$ cat src/include/refid_pkg.sv
// constants for the remote reference / identification register slice
// assumes a serial front end that turns bus frames into byte-wide register strobes
package refid_pkg;
    // ----------------------------------------
    // register map
    // ----------------------------------------
    localparam logic [7:0] ADDR_CHAN_ENABLE = 8'h35;
    localparam logic [7:0] ADDR_DIODE_FAULT = 8'h36;
    localparam logic [7:0] ADDR_ALARM_MASK = 8'h39;
    localparam logic [7:0] ADDR_REF2_HIGH = 8'h44;
    localparam logic [7:0] ADDR_REF2_LOW = 8'h45;
    localparam logic [7:0] ADDR_REF3_HIGH = 8'h46;
    localparam logic [7:0] ADDR_REF3_LOW = 8'h47;
    localparam logic [7:0] ADDR_MAKER_ID = 8'h50;
    localparam logic [7:0] ADDR_SILICON_REV = 8'h51;

    // ----------------------------------------
    // reset values and fields
    // ----------------------------------------
    localparam logic [7:0] RST_REF_HIGH = 8'h00;
    localparam logic [3:0] RST_REF_FRAC = 4'h0;
    localparam logic [3:0] RST_CHAN_ENABLE = 4'hf;
    localparam logic [3:0] RST_ALARM_MASK = 4'h0;
    localparam logic [3:1] RST_DIODE_FAULT = 3'h0;
    localparam logic [7:0] READ_UNMAPPED = 8'h00;
    localparam int FRAC_MSB = 7;
    localparam int FRAC_LSB = 4;
    localparam int TEMP_W = 12;

    // ----------------------------------------
    // measurement sequence states
    // ----------------------------------------
    typedef enum logic [3:0] {
        CH_LOCAL = 4'b0001,
        CH_REMOTE1 = 4'b0010,
        CH_REMOTE2 = 4'b0100,
        CH_REMOTE3 = 4'b1000
    } chan_t;

    // sign + 64..1 integer byte followed by half..sixteenth nibble
    function automatic logic signed [TEMP_W-1:0] join_temp(input logic [7:0] high, input logic [3:0] frac);
        join_temp = {high, frac};
    endfunction
endpackage

$ cat src/core/fault_watch.sv
// diode fault status for the three remote channels and alarm gating for all four channels
// assumes open/short detector levels arrive asynchronously from the analog front end
`timescale 1ns/100ps
module fault_watch
    import refid_pkg::*;
(
    input wire logic i_clk,
    input wire logic i_rst_b,
    input wire logic [3:1] i_diode_open,
    input wire logic [3:1] i_diode_short,
    input wire logic [3:1] i_chan_enable,
    input wire logic i_fault_wr,
    input wire logic [3:1] i_fault_wdata,
    input wire logic [3:0] i_thermal_fault,
    input wire logic [3:0] i_alarm_mask,
    output logic [3:1] o_diode_fault,
    output logic o_thermal_alarm_output
);
    // ----------------------------------------
    // synchronisers
    // ----------------------------------------
    logic [3:1] open_meta;
    logic [3:1] open_sync;
    logic [3:1] short_meta;
    logic [3:1] short_sync;
    logic [3:1] detect;

    always_ff @(posedge i_clk or negedge i_rst_b) begin
        if (!i_rst_b) begin
            open_meta <= RST_DIODE_FAULT;
            open_sync <= RST_DIODE_FAULT;
            short_meta <= RST_DIODE_FAULT;
            short_sync <= RST_DIODE_FAULT;
        end else begin
            open_meta <= i_diode_open;
            open_sync <= open_meta;
            short_meta <= i_diode_short;
            short_sync <= short_meta;
        end
    end

    // disabled channels get no fault detection
    assign detect = (open_sync | short_sync) & i_chan_enable;

    // ----------------------------------------
    // sticky fault status
    // ----------------------------------------
    // writing zero clears a bit; a new detection in the same cycle wins
    always_ff @(posedge i_clk or negedge i_rst_b) begin
        if (!i_rst_b) begin
            o_diode_fault <= RST_DIODE_FAULT;
        end else if (i_fault_wr) begin
            o_diode_fault <= (o_diode_fault & i_fault_wdata) | detect;
        end else begin
            o_diode_fault <= o_diode_fault | detect;
        end
    end

    // ----------------------------------------
    // alarm gating
    // ----------------------------------------
    always_ff @(posedge i_clk or negedge i_rst_b) begin
        if (!i_rst_b) begin
            o_thermal_alarm_output <= 1'b0;
        end else begin
            o_thermal_alarm_output <= |((i_thermal_fault | {o_diode_fault, 1'b0}) & ~i_alarm_mask);
        end
    end
endmodule

$ cat src/core/remote_reference_and_id_regs.sv
// reference temperature, channel enable, mask and identification registers
// assumes the serial bus front end gives one-cycle read/write strobes with a byte address
`timescale 1ns/100ps
// Functional notes
// - each reference upper byte is sign then 64..1 degree weights, read/write, reset zero.
// - each reference lower byte keeps half..sixteenth degree in its upper nibble, lower nibble reads zero.
// - channel 2 and channel 3 each own an upper/lower reference pair at consecutive addresses, upper first.
// - each channel's reference decides what is written into the highest-temperature tracking registers.
// - toggling the extended-format setting leaves stored references untouched.
// - an eight-bit register returns the maker identification code.
// - the next eight-bit register returns the silicon revision code.
// - an open or shorted diode on an enabled remote channel is reported as a diode fault.
// - a faulted remote channel is skipped in the measurement sequence.
// - a masked channel never raises the thermal alarm output, diode faults included.
// - diode fault status uses bits 3..1 per remote channel and bit 0 reads zero.
// - a one in a channel's mask bit suppresses its alarm, default zero.
module remote_reference_and_id_regs
    import refid_pkg::*;
#(
    parameter logic [7:0] MAKER_CODE = 8'ha5, // value arbitrary
    parameter logic [7:0] REVISION_CODE = 8'h03, // value arbitrary
    parameter int MEAS_W = TEMP_W
)
(
    input wire logic i_clk,
    input wire logic i_rst_b,
    input wire logic [7:0] i_reg_addr,
    input wire logic i_reg_wr,
    input wire logic [7:0] i_reg_wdata,
    input wire logic i_reg_rd,
    output logic [7:0] o_reg_rdata,
    output logic o_reg_rvalid,
    input wire logic i_extended_format,
    input wire logic [3:1] i_remote_diode_open,
    input wire logic [3:1] i_remote_diode_short,
    input wire logic [3:0] i_thermal_fault,
    input wire logic i_conv_done,
    input wire logic i_meas_valid,
    input wire logic [3:0] i_meas_chan,
    input wire logic signed [MEAS_W-1:0] i_meas_temp,
    output logic [3:0] o_meas_chan,
    output logic o_highest_load,
    output logic [3:0] o_highest_chan,
    output logic signed [TEMP_W-1:0] o_highest_value,
    output logic signed [TEMP_W-1:0] o_ref_temp2,
    output logic signed [TEMP_W-1:0] o_ref_temp3,
    output logic o_thermal_alarm_output
);
    // the highest-feed compare needs both operands at one width
    if (MEAS_W != TEMP_W) begin : g_width_check
        $error("measured temperature width must match the reference width");
    end

    // ----------------------------------------
    // storage
    // ----------------------------------------
    logic [7:0] ref2_high;
    logic [3:0] ref2_frac;
    logic [7:0] ref3_high;
    logic [3:0] ref3_frac;
    logic [3:0] chan_enable;
    logic [3:0] alarm_mask;
    logic [3:1] diode_fault;
    logic fault_wr;
    chan_t seq_state;
    chan_t next_seq_state;

    function automatic logic hit(input logic [7:0] addr, input logic [7:0] target);
        hit = (addr == target);
    endfunction

    // the stored bytes are never rescaled here; format is the host's concern
    always_ff @(posedge i_clk or negedge i_rst_b) begin
        if (!i_rst_b) begin
            ref2_high <= RST_REF_HIGH;
            ref2_frac <= RST_REF_FRAC;
            ref3_high <= RST_REF_HIGH;
            ref3_frac <= RST_REF_FRAC;
        end else if (i_reg_wr) begin
            if (hit(i_reg_addr, ADDR_REF2_HIGH)) begin
                ref2_high <= i_reg_wdata;
            end
            if (hit(i_reg_addr, ADDR_REF2_LOW)) begin
                ref2_frac <= i_reg_wdata[FRAC_MSB:FRAC_LSB];
            end
            if (hit(i_reg_addr, ADDR_REF3_HIGH)) begin
                ref3_high <= i_reg_wdata;
            end
            if (hit(i_reg_addr, ADDR_REF3_LOW)) begin
                ref3_frac <= i_reg_wdata[FRAC_MSB:FRAC_LSB];
            end
        end
    end

    always_ff @(posedge i_clk or negedge i_rst_b) begin
        if (!i_rst_b) begin
            chan_enable <= RST_CHAN_ENABLE;
            alarm_mask <= RST_ALARM_MASK;
        end else if (i_reg_wr) begin
            if (hit(i_reg_addr, ADDR_CHAN_ENABLE)) begin
                chan_enable <= i_reg_wdata[3:0];
            end
            if (hit(i_reg_addr, ADDR_ALARM_MASK)) begin
                alarm_mask <= i_reg_wdata[3:0];
            end
        end
    end

    assign fault_wr = i_reg_wr && hit(i_reg_addr, ADDR_DIODE_FAULT);

    // ----------------------------------------
    // read port
    // ----------------------------------------
    // identification writes are dropped so the codes always read back
    always_ff @(posedge i_clk or negedge i_rst_b) begin
        if (!i_rst_b) begin
            o_reg_rdata <= READ_UNMAPPED;
            o_reg_rvalid <= 1'b0;
        end else begin
            o_reg_rvalid <= i_reg_rd;
            if (i_reg_rd) begin
                case (i_reg_addr)
                    ADDR_CHAN_ENABLE: o_reg_rdata <= {4'h0, chan_enable};
                    ADDR_DIODE_FAULT: o_reg_rdata <= {4'h0, diode_fault, 1'b0};
                    ADDR_ALARM_MASK: o_reg_rdata <= {4'h0, alarm_mask};
                    ADDR_REF2_HIGH: o_reg_rdata <= ref2_high;
                    ADDR_REF2_LOW: o_reg_rdata <= {ref2_frac, 4'h0};
                    ADDR_REF3_HIGH: o_reg_rdata <= ref3_high;
                    ADDR_REF3_LOW: o_reg_rdata <= {ref3_frac, 4'h0};
                    ADDR_MAKER_ID: o_reg_rdata <= MAKER_CODE;
                    ADDR_SILICON_REV: o_reg_rdata <= REVISION_CODE;
                    default: o_reg_rdata <= READ_UNMAPPED;
                endcase
            end
        end
    end

    // ----------------------------------------
    // fault status and alarm
    // ----------------------------------------
    fault_watch u_fault_watch (
        .i_clk(i_clk),
        .i_rst_b(i_rst_b),
        .i_diode_open(i_remote_diode_open),
        .i_diode_short(i_remote_diode_short),
        .i_chan_enable(chan_enable[3:1]),
        .i_fault_wr(fault_wr),
        .i_fault_wdata(i_reg_wdata[3:1]),
        .i_thermal_fault(i_thermal_fault),
        .i_alarm_mask(alarm_mask),
        .o_diode_fault(diode_fault),
        .o_thermal_alarm_output(o_thermal_alarm_output)
    );

    // ----------------------------------------
    // measurement sequence
    // ----------------------------------------
    // searches forward from the current channel; holds if nothing is usable
    function automatic chan_t step_channel(input chan_t cur, input logic [3:0] usable);
        logic [3:0] rot;
        step_channel = cur;
        rot = {cur[2:0], cur[3]};
        for (int i = 0; i < 4; i++) begin
            if ((rot & usable) != 4'h0) begin
                step_channel = chan_t'(rot);
                break;
            end
            rot = {rot[2:0], rot[3]};
        end
    endfunction

    always_comb begin
        next_seq_state = step_channel(seq_state, chan_enable & ~{diode_fault, 1'b0});
    end

    always_ff @(posedge i_clk or negedge i_rst_b) begin
        if (!i_rst_b) begin
            seq_state <= CH_LOCAL;
        end else if (i_conv_done) begin
            case (next_seq_state)
                CH_LOCAL, CH_REMOTE1, CH_REMOTE2, CH_REMOTE3: seq_state <= next_seq_state;
                default: seq_state <= CH_LOCAL;
            endcase
        end
    end

    assign o_meas_chan = seq_state;

    // ----------------------------------------
    // highest-temperature feed
    // ----------------------------------------
    assign o_ref_temp2 = join_temp(ref2_high, ref2_frac);
    assign o_ref_temp3 = join_temp(ref3_high, ref3_frac);

    // a reading below the reference loads the reference instead
    always_ff @(posedge i_clk or negedge i_rst_b) begin
        if (!i_rst_b) begin
            o_highest_load <= 1'b0;
            o_highest_chan <= 4'h0;
            o_highest_value <= '0;
        end else begin
            o_highest_load <= i_meas_valid && (i_meas_chan == CH_REMOTE2 || i_meas_chan == CH_REMOTE3);
            if (i_meas_valid && i_meas_chan == CH_REMOTE2) begin
                o_highest_chan <= i_meas_chan;
                o_highest_value <= (i_meas_temp > o_ref_temp2) ? i_meas_temp : o_ref_temp2;
            end else if (i_meas_valid && i_meas_chan == CH_REMOTE3) begin
                o_highest_chan <= i_meas_chan;
                o_highest_value <= (i_meas_temp > o_ref_temp3) ? i_meas_temp : o_ref_temp3;
            end
        end
    end
endmodule

$ cat config.mk
export PLATFORM = sky130hd
export DESIGN_NAME = remote_reference_and_id_regs
export DESIGN_NICKNAME = d
export VERILOG_FILES = /design/src/include/refid_pkg.sv /design/src/core/fault_watch.sv /design/src/core/remote_reference_and_id_regs.sv
export SDC_FILE = /design/constraint.sdc
export NUM_CORES = 1
export LEC_CHECK = 0
export BUFFER_PORTS_ARGS = -buffer_cell sky130_fd_sc_hd__buf_2
export CAP_MARGIN = 25
export CELL_PAD_IN_SITES_DETAIL_PLACEMENT = 0
export CELL_PAD_IN_SITES_GLOBAL_PLACEMENT = 1
export CORE_MARGIN = 10
export CORE_UTILIZATION = 38
export DETAILED_ROUTE_END_ITERATION = 8
export PLACE_DENSITY = 0.81
export REMOVE_ABC_BUFFERS = 1
export SYNTH_ARGS = -nofsm -noshare
export SYNTH_HDL_FRONTEND = slang
export SYNTH_HIERARCHICAL = 1
export SYNTH_SLANG_ARGS = --single-unit
$ cat constraint.sdc
create_clock -name i_clk -period 2.46 [get_ports i_clk]
set_clock_uncertainty 0.2 [all_clocks]
set_input_delay 0 -clock i_clk [delete_from_list [all_inputs] [get_ports i_clk]]
set_output_delay 0 -clock i_clk [all_outputs]
set_load 0.03 [all_outputs]
Yosys cells after proc, flatten, opt, wreduce, memory -nomap -nowiden

Cells that the tools add are included.

Register bits: 78
Bits in latches: 0
Memory bits (writable): 0
ROM bits: 0
Bits of input ports: 49
Logic and storage cells: 95
Memories: 0

Add/sub/neg operators: 0
$mul: 0
Div/mod/pow operators: 0
Order comparisons: 2
Equality and inequality tests: 15
Shifts and indexed selects: 0
Muxes and demuxes: 28
Bitwise logic cells: 14
Reduce and logical (&&, ||, !) cells: 18

Operators with widths:

| cell               | count |
|---|---|
| $pmux 8 s9         | 1 |
| $mux 4             | 16 |
| $eq 8x7->1 const B | 6 |
| $mux 12            | 4 |
| $and 4x4->4        | 6 |
| $eq 8x6->1 const B | 3 |
| $gt 12x12->1       | 2 |
| $reduce_bool 4->1  | 4 |
| $reduce_and 2->1   | 6 |
| $or 3x3->3         | 3 |
| $eq 4x3->1 const B | 2 |
| $eq 4x4->1 const B | 2 |
| $not 4->4          | 2 |
| $reduce_or 4->1    | 2 |
| $and 3x3->3        | 2 |
| $mux 1             | 6 |
| $eq 4x1->1 const B | 1 |
| $eq 4x2->1 const B | 1 |
| $logic_and 1x1->1  | 4 |
| $or 4x4->4         | 1 |
| $mux 3             | 1 |
| $reduce_bool 2->1  | 1 |
| $logic_or 1x1->1   | 1 |

Logic depth before layout (Yosys ltp)

Gate-level depths: netlist of run 1.

Depth in word-level cells: 29
Gate-level depth with buffers: 9
Mapped depth without buffers: 8

Hierarchy

The synthesis of run 1 kept the hierarchy.

Modules (own cells, without submodules):

| module                       | times used | cells each | area each (µm²) |
|---|---|---|---|
| remote_reference_and_id_regs | 1          | 418        | 4157.7 |
| fault_watch                  | 1          | 33         | 494.2 |

Worst setup path after synthesis of run 1

Ideal clock, no wire load.

Kind: flip-flop to flip-flop
From: register ref2_high[7]
To: register o_highest_value[0]
Arrival: 2468 ps
Slack: -334 ps
Stages on the path, launching flop included: 10
Cell sequence: dfrtp_1 > inv_1 > ha_1 > nor3b_1 > o211ai_1 > nor2_1 > a211oi_1 > buf_2 > mux2_2 > a221o_1

Longest elaborated chain between the ends: 3

Ends and longest elaborated chain:

| element                  | RTL line                            | text |
|---|---|---|
| start: declaration       | remote_reference_and_id_regs.sv:57  | `logic [7:0] ref2_high;` |
| start signal: assignment | remote_reference_and_id_regs.sv:81  | `ref2_high <= i_reg_wdata;` |
| $gt 12x12->1             | remote_reference_and_id_regs.sv:205 | `o_highest_value <= (i_meas_temp > o_ref_temp2) ? i_meas_temp : o_ref_temp2;` |
| $mux 12                  | remote_reference_and_id_regs.sv:205 |  |
| $mux 12                  | remote_reference_and_id_regs.sv:203 | `if (i_meas_valid && i_meas_chan == CH_REMOTE2) begin` |
| end signal: assignment   | remote_reference_and_id_regs.sv:205 |  |
| end signal: assignment   | remote_reference_and_id_regs.sv:208 | `o_highest_value <= (i_meas_temp > o_ref_temp3) ? i_meas_temp : o_ref_temp3;` |
| end: declaration         | remote_reference_and_id_regs.sv:44  | `output logic signed [TEMP_W-1:0] o_highest_value,` |

Every way passes these cells.
A chain may end at the register's enable or synchronous reset.

Final worst setup path of run 1

From: register ref2_frac[1]
To: register o_highest_value[0]

Longest elaborated chain between the ends: 3

Ends and longest elaborated chain:

| element                  | RTL line                            | text |
|---|---|---|
| start: declaration       | remote_reference_and_id_regs.sv:58  | `logic [3:0] ref2_frac;` |
| start signal: assignment | remote_reference_and_id_regs.sv:84  | `ref2_frac <= i_reg_wdata[FRAC_MSB:FRAC_LSB];` |
| $gt 12x12->1             | remote_reference_and_id_regs.sv:205 |  |
| $mux 12                  | remote_reference_and_id_regs.sv:205 |  |
| $mux 12                  | remote_reference_and_id_regs.sv:203 |  |

Every way passes these cells.

==> results_dict.tcl, run 1 <==
set metrics [dict create \
    netlist_area_um2 4650 \
    via_per_inst 5.42 \
    total_power_mw 4.12 \
    gp_congestion 0.912 \
    synthFlopType "dfrtp_1" \
    async_reset_ff_share_pct 100 \
    grt_max_degree 79 \
    cp-startpoint "ref2_frac[1]$_DFFE_PN0P_" \
    hold_class "primary input to register" \
    min_period_over_period_pct 101 \
    dpl.hpwl_mm 10.6 \
    hold_start "i_reg_addr[4]" \
    clkLatencyLatePin_ns 0.34 \
    final_area_um2 6510 \
    wl_per_cell_um 18.7 \
    status "finished, violations left" \
    cp_max_fo 8 \
    finalHoldViolCount 0 \
    yosysSeqAreaShare_pct 42.1 \
    start_kind "register" \
    clock_path_buffers 2 \
    synth_edf_count 0 \
    synth.distinct_cells 68 \
    firstDrtPassIters 5 \
    overflow 0 \
    critical_path_class "register to register" \
    num_rows 40 \
    cts_made_buffers 9 \
    dieArea_um2 17100 \
    cts.sinks 78 \
    leakagePower_nw 3.09 \
    violations "setup timing" \
    worstPathRequired_ns 2.48 \
    setup_viol 4 \
    antenna_cells 0 \
    maxCapViolCount 0 \
    ant_nets 0 \
    top_level_ports 104 \
    slew_headroom_pct 35.4 \
    die_y_um 131 \
    placed_area_um2 5510 \
    tightest_slew_ns 0.957 \
    period_needed_ns 2.48 \
    num_vias 4236 \
    yosys_register_bits 78 \
    r2r-start "ref2_frac[1]$_DFFE_PN0P_" \
    io_buffers 102 \
    peakVddDrop_mv 0.352 \
    setup_ws_ns -0.0195 \
    mostFrequentLayoutCells "buf_2 (101), dfrtp_1 (73), dlygate4sd3_1 (44)" \
    core_area_um2 12000 \
    synth_area_per_cell_um2 10.3 \
    slew_viol_final 0 \
    r2r_slack_ns -0.02 \
    syn_inst 451 \
    areaGrowthSynthToFinish_pct 40.0 \
    layout_commonest_cell "buf_2" \
    htreeDepth 3 \
    nets 702 \
    grt_pass1_wl_mm 22.8 \
    grt.total_usage_pct 17.3 \
    antenna_found_initial 0 \
    grt_pass1_vias 4327 \
    start_util_pct 38.7 \
    worst_ep_arrival_time_ns 2.50 \
    die_w_um 131 \
    rsz0062_at_grt "true" \
    powerDensity_nw_per_um2 633 \
    wl_mm 14.6 \
    drive_above_1_share_pct 36.8 \
    cts-root-buf "clkbuf_16" \
    ys_warn_count 6 \
    end_kind "register" \
    fin_util_pct 54.2 \
    initialDrtViolationCount 322 \
    max_freq_mhz 403 \
    drc_errors 0 \
    clk_pin_slew_ns 0.06 \
    cts_tree "yes" \
]
stage by stage:
step	hold slack [ns]	setup WS [ns]	cells	setup TNS, ns
after detailed placement	-0.0899	-0.125	717	-0.951
after global placement	-0.0913	-0.0468	717	-0.352
after CTS	0.0135	-0.0345	776	-0.0824
after floorplan	-0.496	-0.801	437	-9.61
final	0.0352	-0.0195	781	-0.0356
after global routing	0.0397	-0.0996	781	-0.813
critical path, stage by stage, from the launching register on:
cell	delay, ns
dfrtp_1	0.36
inv_1	0.06
ha_1	0.29
nand3_2	0.07
o21ai_1	0.13
o221ai_1	0.15
a211oi_2	0.26
buf_6	0.21
mux2_4	0.31
a221o_1	0.30
state kept, by name, indices dropped and copies added (netlist names):
| signal | cells |
|---|---|
| o_highest_load | 1 |
| u_fault_watch/open_sync | 3 |
| o_reg_rvalid | 1 |
| o_highest_chan | 4 |
| chan_enable | 4 |
| o_highest_value | 12 |
| alarm_mask | 4 |
| ref2_high | 8 |
| u_fault_watch/o_diode_fault | 3 |
| ref3_frac | 4 |
| ref2_frac | 4 |
| o_reg_rdata | 8 |
| u_fault_watch/short_sync | 3 |
| ref3_high | 8 |
| u_fault_watch/o_thermal_alarm_output | 1 |
| o_meas_chan | 4 |
| u_fault_watch/open_meta | 3 |
| u_fault_watch/short_meta | 3 |
logic make-up after synthesis:
logic type	Yosys count	share of synthesized area (%)
buf+inv	55	4.95
mux	60	15.1
compound gates	98	15.6
simple gates	134	15.5
flops	78	42.1
xor+xnor	2	0.377
fa+ha+maj	24	6.46
layout make-up:
type,instances,area (um^2)
tap,147,184
clock buffer,10,229
timing repair buffer,181,1240
multi-input combinational,318,2610
clock inverter,6,134
sequential,78,1960
fill,1039,5500
inverter,41,154
cell usage after synthesis (4+ instances only):
| library cell | instances | area share (%) |
|---|---|---|
| a21oi_1 | 11 | 1.2 |
| a221o_1 | 14 | 3.0 |
| a22oi_1 | 5 | 0.81 |
| and2_1 | 4 | 0.54 |
| buf_2 | 4 | 0.43 |
| clkbuf_1 | 7 | 0.56 |
| dfrtp_1 | 73 | 39 |
| dfstp_2 | 5 | 2.8 |
| ha_1 | 24 | 6.5 |
| inv_1 | 41 | 3.3 |
| mux2_2 | 41 | 9.9 |
| mux2i_1 | 15 | 3.2 |
| mux4_2 | 4 | 1.9 |
| nand2_1 | 42 | 3.4 |
| nand2b_1 | 7 | 0.94 |
| nand3_1 | 12 | 1.3 |
| nand4_1 | 4 | 0.54 |
| nand4b_1 | 4 | 0.75 |
| nor2_1 | 24 | 1.9 |
| nor2b_1 | 10 | 1.3 |
| nor3_1 | 5 | 0.54 |
| o21ai_0 | 25 | 2.7 |
| o22ai_1 | 6 | 0.81 |
timing repair:
action,4_1_cts,5_1_grt
pin swaps,18,2
endpoints found under the setup margin,12,14
buffers inserted,0,3
hold endpoints to repair,142,17
gates resized for setup,20,9
hold buffers,43,1
layer usage:
layer	GRT usage [%]	share of wire, %
met5	0	0
met4	8.31	2.4
met3	4.39	7.1
met2	27.9	48
met1	21.1	42
power breakdown:
group	internal, mW	leakage, nW	switching, mW	total (mW)
clock network	1.09	0.177	0.542	1.64
registers	1.39	0.985	0.109	1.50
logic	0.444	1.93	0.538	0.982
total	2.93	3.09	1.19	4.12
final timing paths:
path	depth (start not counted)	to
max in group asynchronous	4	chan_enable[2]$_DFFE_PN1P_
max reg2reg	9	o_highest_value[0]$_DFFE_PN0P_
max	9	o_highest_value[0]$_DFFE_PN0P_
min in group asynchronous	3	ref2_high[6]$_DFFE_PN0P_
min	6	o_reg_rdata[1]$_DFFE_PN0P_
min reg2reg	0	u_fault_watch/short_sync[3]$_DFF_PN0_
Power figures use the tool's default switching activity.
==> run 2: changes to the inputs <==
--- a/config.mk
+++ b/config.mk
@@ -10,9 +10,9 @@
 export CELL_PAD_IN_SITES_DETAIL_PLACEMENT = 0
 export CELL_PAD_IN_SITES_GLOBAL_PLACEMENT = 1
 export CORE_MARGIN = 10
-export CORE_UTILIZATION = 38
+export CORE_UTILIZATION = 42
 export DETAILED_ROUTE_END_ITERATION = 8
-export PLACE_DENSITY = 0.81
+export PLACE_DENSITY = 0.84
 export REMOVE_ABC_BUFFERS = 1
 export SYNTH_ARGS = -nofsm -noshare
 export SYNTH_HDL_FRONTEND = slang
==> constraint.sdc (replaced) <==
create_clock -name i_clk -period 2.59 [get_ports i_clk]
set_clock_uncertainty 0.2 [all_clocks]
set_input_delay 0 -clock i_clk [delete_from_list [all_inputs] [get_ports i_clk]]
set_output_delay 0 -clock i_clk [all_outputs]
set_load 0.03 [all_outputs]
==> results_dict.tcl, run 2 (synthesis gave the netlist of run 1 again) <==
set metrics [dict create \
    end_kind "register" \
    grt_max_degree 79 \
    drive_above_1_share_pct 36.1 \
    gp_congestion 0.969 \
    largest_register "o_highest_value" \
    start_kind "register" \
    cp_max_fo 6 \
    powerDensity_nw_per_um2 530 \
    clk_pin_slew_ns 0.08 \
    firstDrtPassIters 5 \
    mostFrequentLayoutCells "buf_2 (101), dfrtp_1 (72), dlygate4sd3_1 (51)" \
    hold_class "primary input to register" \
    ant_nets 0 \
    wl_mm 14.4 \
    layout_commonest_cell "buf_2" \
    min_period_over_period_pct 98.8 \
    drc_errors 0 \
    cts-root-buf "clkbuf_8" \
    crit_slowest_cell "dfrtp_1" \
    leakagePower_nw 3.01 \
    slew_viol_final 0 \
    finalHoldViolCount 0 \
    cts_made_buffers 9 \
    peakVddDrop_mv 0.365 \
    start_util_pct 42.9 \
    worstPathRequired_ns 2.64 \
    cpPeakStageDelay_ns 0.39 \
    wl_per_cell_um 18.6 \
    setup_viol 0 \
    via_per_inst 5.50 \
    maxCapViolCount 0 \
    num_vias 4260 \
    max_freq_mhz 391 \
    cts.sinks 78 \
    path_cells "inv_1 > ha_4 > nor3b_2 > o211ai_1 > nor2_1 > a211oi_2 > buf_6 > mux2_4 > a221o_1" \
    num_rows 38 \
    clock_path_buffers 2 \
    grt.total_usage_pct 18.0 \
    cts_tree "yes" \
    die_w_um 125 \
    top_level_ports 104 \
    slew_headroom_pct 34.3 \
    dpl.hpwl_mm 10.4 \
    tightest_slew_ns 0.972 \
    r2r_slack_ns 0.03 \
    grt_pass1_wl_mm 23.1 \
    areaGrowthSynthToFinish_pct 37.4 \
    htreeDepth 3 \
    total_power_mw 3.39 \
    nets 702 \
    dieArea_um2 15700 \
    initialDrtViolationCount 340 \
    core_area_um2 10800 \
    die_y_um 125 \
    overflow 0 \
    status "complete, no violations" \
    antenna_found_initial 0 \
    largest_register_ffs 12 \
    clkLatencyLatePin_ns 0.37 \
    period_needed_ns 2.56 \
    worst_ep_arrival_time_ns 2.61 \
    rsz0062_at_grt "true" \
    io_buffers 102 \
    antenna_cells 0 \
    grt_pass1_vias 4434 \
    critical_path_class "register to register" \
    fin_util_pct 59.0 \
]
-- run 2: changes by cell type in the layout (fill, tap and decap cells not counted), sizes merged --
| cell | change |
|---|---|
| buf | -7 |
| bufinv | -2 |
| clkinvlp | +3 |
| clkinv | -2 |
| clkbuf | +1 |
| dlygate4sd3 | +7 |
-- run 2: stage by stage --
stage | TNS, ns | setup WS [ns] | cell area [um^2] | instances | hold WS (ns)
floorplan | -8.05 | -0.671 | 4580 | 437 | -0.496
global placement | 0 | 0.0797 | 5460 | 704 | -0.0919
detailed placement | 0 | 0.0298 | 5460 | 704 | -0.0906
CTS | 0 | 0.0000209 | 6250 | 771 | 0.00231
global route | -0.388 | -0.0670 | 6390 | 774 | 0.0597
finish | 0 | 0.0301 | 6390 | 774 | 0.0355
-- run 2: layout make-up --
cell class | count | area [um^2]
fillers | 941 | 4450
multi-input cells | 318 | 2620
flip-flops and latches | 78 | 1960
repair buffers | 181 | 1260
well taps | 140 | 175
inverters | 41 | 154
clock buffers | 11 | 141
clock inverters | 5 | 82.6
-- run 2: worst max-delay path: cells and delay by family (launching register included) --
family,cells,cell delay (ns)
flops,1,0.39
simple gates,2,0.26
buf+inv,2,0.33
compound gates,3,0.75
mux,1,0.31
fa+ha+maj,1,0.21
-- run 2: final timing paths --
path,endpoint,cells past startpoint,startpoint
setup / recovery,o_highest_value[5]$_DFFE_PN0P_,9,ref2_high[7]$_DFFE_PN0P_
hold / removal,o_reg_rdata[6]$_DFFE_PN0P_,5,i_reg_addr[3]
setup reg to reg,o_highest_value[5]$_DFFE_PN0P_,9,ref2_high[7]$_DFFE_PN0P_
hold reg to reg,u_fault_watch/short_sync[2]$_DFF_PN0_,0,u_fault_watch/short_meta[2]$_DFF_PN0_
max in group asynchronous,chan_enable[0]$_DFFE_PN1P_,4,i_rst_b
min in group asynchronous,o_highest_value[6]$_DFFE_PN0P_,3,i_rst_b
-- run 2: repair_timing --
| action | in CTS | in global routing |
|---|---|---|
| setup buffers | 0 | 1 |
| endpoints found under the hold margin | 142 | 6 |
| gates cloned | 1 | 0 |
| endpoints found under the setup margin | 3 | 17 |
| pin swaps | 3 | 17 |
| hold buffers | 50 | 1 |
| resized for setup | 13 | 23 |
-- run 2: layer usage --
| metal | wire [um] | vias up | global-route usage, % |
|---|---|---|---|
| met5 | 0 | - | 0 |
| li1 | - | 2005 | - |
| met4 | 442 | 0 | 8.20 |
| met1 | 6310 | 2085 | 22.1 |
| met2 | 6850 | 136 | 29.7 |
| met3 | 770 | 34 | 3.93 |
-- run 2: where the power goes --
group	switching (mW)	internal [mW]	leakage (nW)
registers	0.101	1.32	0.983
logic	0.507	0.409	1.92
clock network	0.478	0.569	0.102
==> run 3: changes to the inputs <==
--- a/config.mk
+++ b/config.mk
@@ -10,10 +10,9 @@
 export CELL_PAD_IN_SITES_DETAIL_PLACEMENT = 0
 export CELL_PAD_IN_SITES_GLOBAL_PLACEMENT = 1
 export CORE_MARGIN = 10
-export CORE_UTILIZATION = 42
+export CORE_UTILIZATION = 40
 export DETAILED_ROUTE_END_ITERATION = 8
-export PLACE_DENSITY = 0.84
-export REMOVE_ABC_BUFFERS = 1
+export PLACE_DENSITY = 0.81
 export SYNTH_ARGS = -nofsm -noshare
 export SYNTH_HDL_FRONTEND = slang
 export SYNTH_HIERARCHICAL = 1
==> results_dict.tcl, run 3 (synthesis gave the netlist of run 1 again) <==
set metrics [dict create \
    status "finished, violations left" \
    violations "setup timing" \
    final_area_um2 6440 \
    start_util_pct 40.7 \
    dpl.hpwl_mm 10.9 \
    initialDrtViolationCount 356 \
    clkLatencyLatePin_ns 0.35 \
    via_per_inst 5.58 \
    mostFrequentLayoutCells "buf_2 (101), dfrtp_1 (66), dlygate4sd3_1 (48)" \
    worstPathRequired_ns 2.62 \
    setup_viol 2 \
    cp-startpoint "ref2_frac[2]$_DFFE_PN0P_" \
    num_vias 4333 \
    cts.sinks 78 \
    endpoint "o_highest_value[9]$_DFFE_PN0P_" \
    wl_mm 15.0 \
    clk_pin_slew_ns 0.06 \
    peakVddDrop_mv 0.352 \
    synth_nets 524 \
    cts-root-buf "clkbuf_16" \
    r2r-start "ref2_frac[2]$_DFFE_PN0P_" \
    firstDrtPassIters 5 \
    die_w_um 128 \
    rsz0062_at_grt "true" \
    maxCapViolCount 0 \
    antenna_found_initial 0 \
    grt_max_degree 79 \
    r2r_slack_ns -0.004 \
    placed_area_um2 5490 \
    reg2regPathDepth 10 \
    dieArea_um2 16300 \
    slew_viol_final 0 \
    place_ws_ns 0.0338 \
    largest_register "o_highest_value" \
    core_area_um2 11400 \
    tightest_slew_ns 0.943 \
    grt.total_usage_pct 18.0 \
    setup_ws_ns -0.00404 \
    ant_nets 0 \
    layout_commonest_cell "buf_2" \
    worst_ep_arrival_time_ns 2.63 \
    powerDensity_nw_per_um2 582 \
    min_period_over_period_pct 100 \
    wl_per_cell_um 19.3 \
    fin_util_pct 56.4 \
    highest_layer "met4" \
    num_rows 39 \
    top_level_ports 104 \
    wl_met1_mm 6.97 \
    r2r-end "o_highest_value[9]$_DFFE_PN0P_" \
    critical_path_class "register to register" \
    areaGrowthSynthToFinish_pct 38.4 \
    largest_register_ffs 12 \
    cts_tree "yes" \
    hold_class "primary input to register" \
    fillers 1003 \
    finalHoldViolCount 0 \
    start_kind "register" \
    die_y_um 128 \
    leakagePower_nw 3.01 \
    end_kind "register" \
    wl_met2_mm 6.62 \
    max_freq_mhz 385 \
    slew_headroom_pct 36.3 \
    cp_max_fo 4 \
    antenna_cells 0 \
    grt_pass1_wl_mm 23.9 \
    total_power_mw 3.74 \
    cts_made_buffers 9 \
    htreeDepth 3 \
    nets 702 \
    io_buffers 102 \
    overflow 0 \
    gp_congestion 0.904 \
    period_needed_ns 2.59 \
    drc_errors 0 \
    grt_pass1_vias 4493 \
    wl_met3_mm 1.20 \
    drive_above_1_share_pct 37.1 \
    holdPathStages 6 \
    clock_path_buffers 2 \
]
[run 3: cell count changes in the layout (fill, tap and decap cells not counted), sizes merged]
cell / change
inv: +4
dlygate4sd3: -3
clkinv: +1
clkbuf: -2
clkinvlp: -3
buf: +3
[run 3: routing by layer]
layer  GRT usage [%]  up-vias
met1            24.9     2137
met2            27.0      169
li1                -     2011
met3            4.47       16
met4            5.43        0
met5               0        -
[run 3: stage by stage]
step           TNS (ns)  hold slack [ns]  std cells
4_1_cts               0           0.0118        772
5_1_grt          -0.127           0.0686        777
3_5_place_dp          0          -0.0906        709
3_3_place_gp          0          -0.0913        709
6_report       -0.00775           0.0257        777
2_1_floorplan         0           -0.496        451
[run 3: report_power, final]
| group | switching [mW] | internal, mW |
|---|---|---|
| clock network | 0.558 | 0.860 |
| registers | 0.118 | 1.32 |
| logic | 0.495 | 0.388 |
| total | 1.17 | 2.57 |
[run 3: final cells by class]
type                       count  area (um^2)  share of cell area [%]
inverter                      41          154                    2.39
sequential                    78         1970                    30.6
timing repair buffer         181         1250                    19.4
clock buffer                   9          225                    3.50
multi-input combinational    318         2560                    39.8
clock inverter                 7          103                    1.59
tap                          143          179                    2.78
[run 3: worst min path at each step]
stage / slack, ns / end / startpoint
detailed placement: -0.09 / u_fault_watch/short_meta[2]$_DFF_PN0_ / i_remote_diode_short[2]
global placement: -0.09 / u_fault_watch/short_meta[1]$_DFF_PN0_ / i_remote_diode_short[1]
global route: 0.07 / o_reg_rdata[1]$_DFFE_PN0P_ / i_reg_addr[4]
floorplan: -0.50 / alarm_mask[0]$_DFFE_PN0P_ / i_rst_b
CTS: 0.01 / o_reg_rdata[1]$_DFFE_PN0P_ / i_reg_addr[4]
finish: 0.03 / o_reg_rdata[1]$_DFFE_PN0P_ / i_reg_addr[4]
[run 3: worst max-delay path: stages, from the launching register on]
cell	delay, ns
dfrtp_2	0.36
inv_1	0.07
ha_4	0.27
nand3_2	0.08
or3_1	0.35
mux2i_1	0.18
a211oi_2	0.05
buf_4	0.16
buf_4	0.15
mux2_2	0.28
a221o_1	0.31
[run 3: repair_timing]
item	in CTS	in global routing
resized for setup	0	13
hold buffers	47	1
hold endpoints to repair	142	4
endpoints found under the setup margin	0	14
buffers inserted	0	2
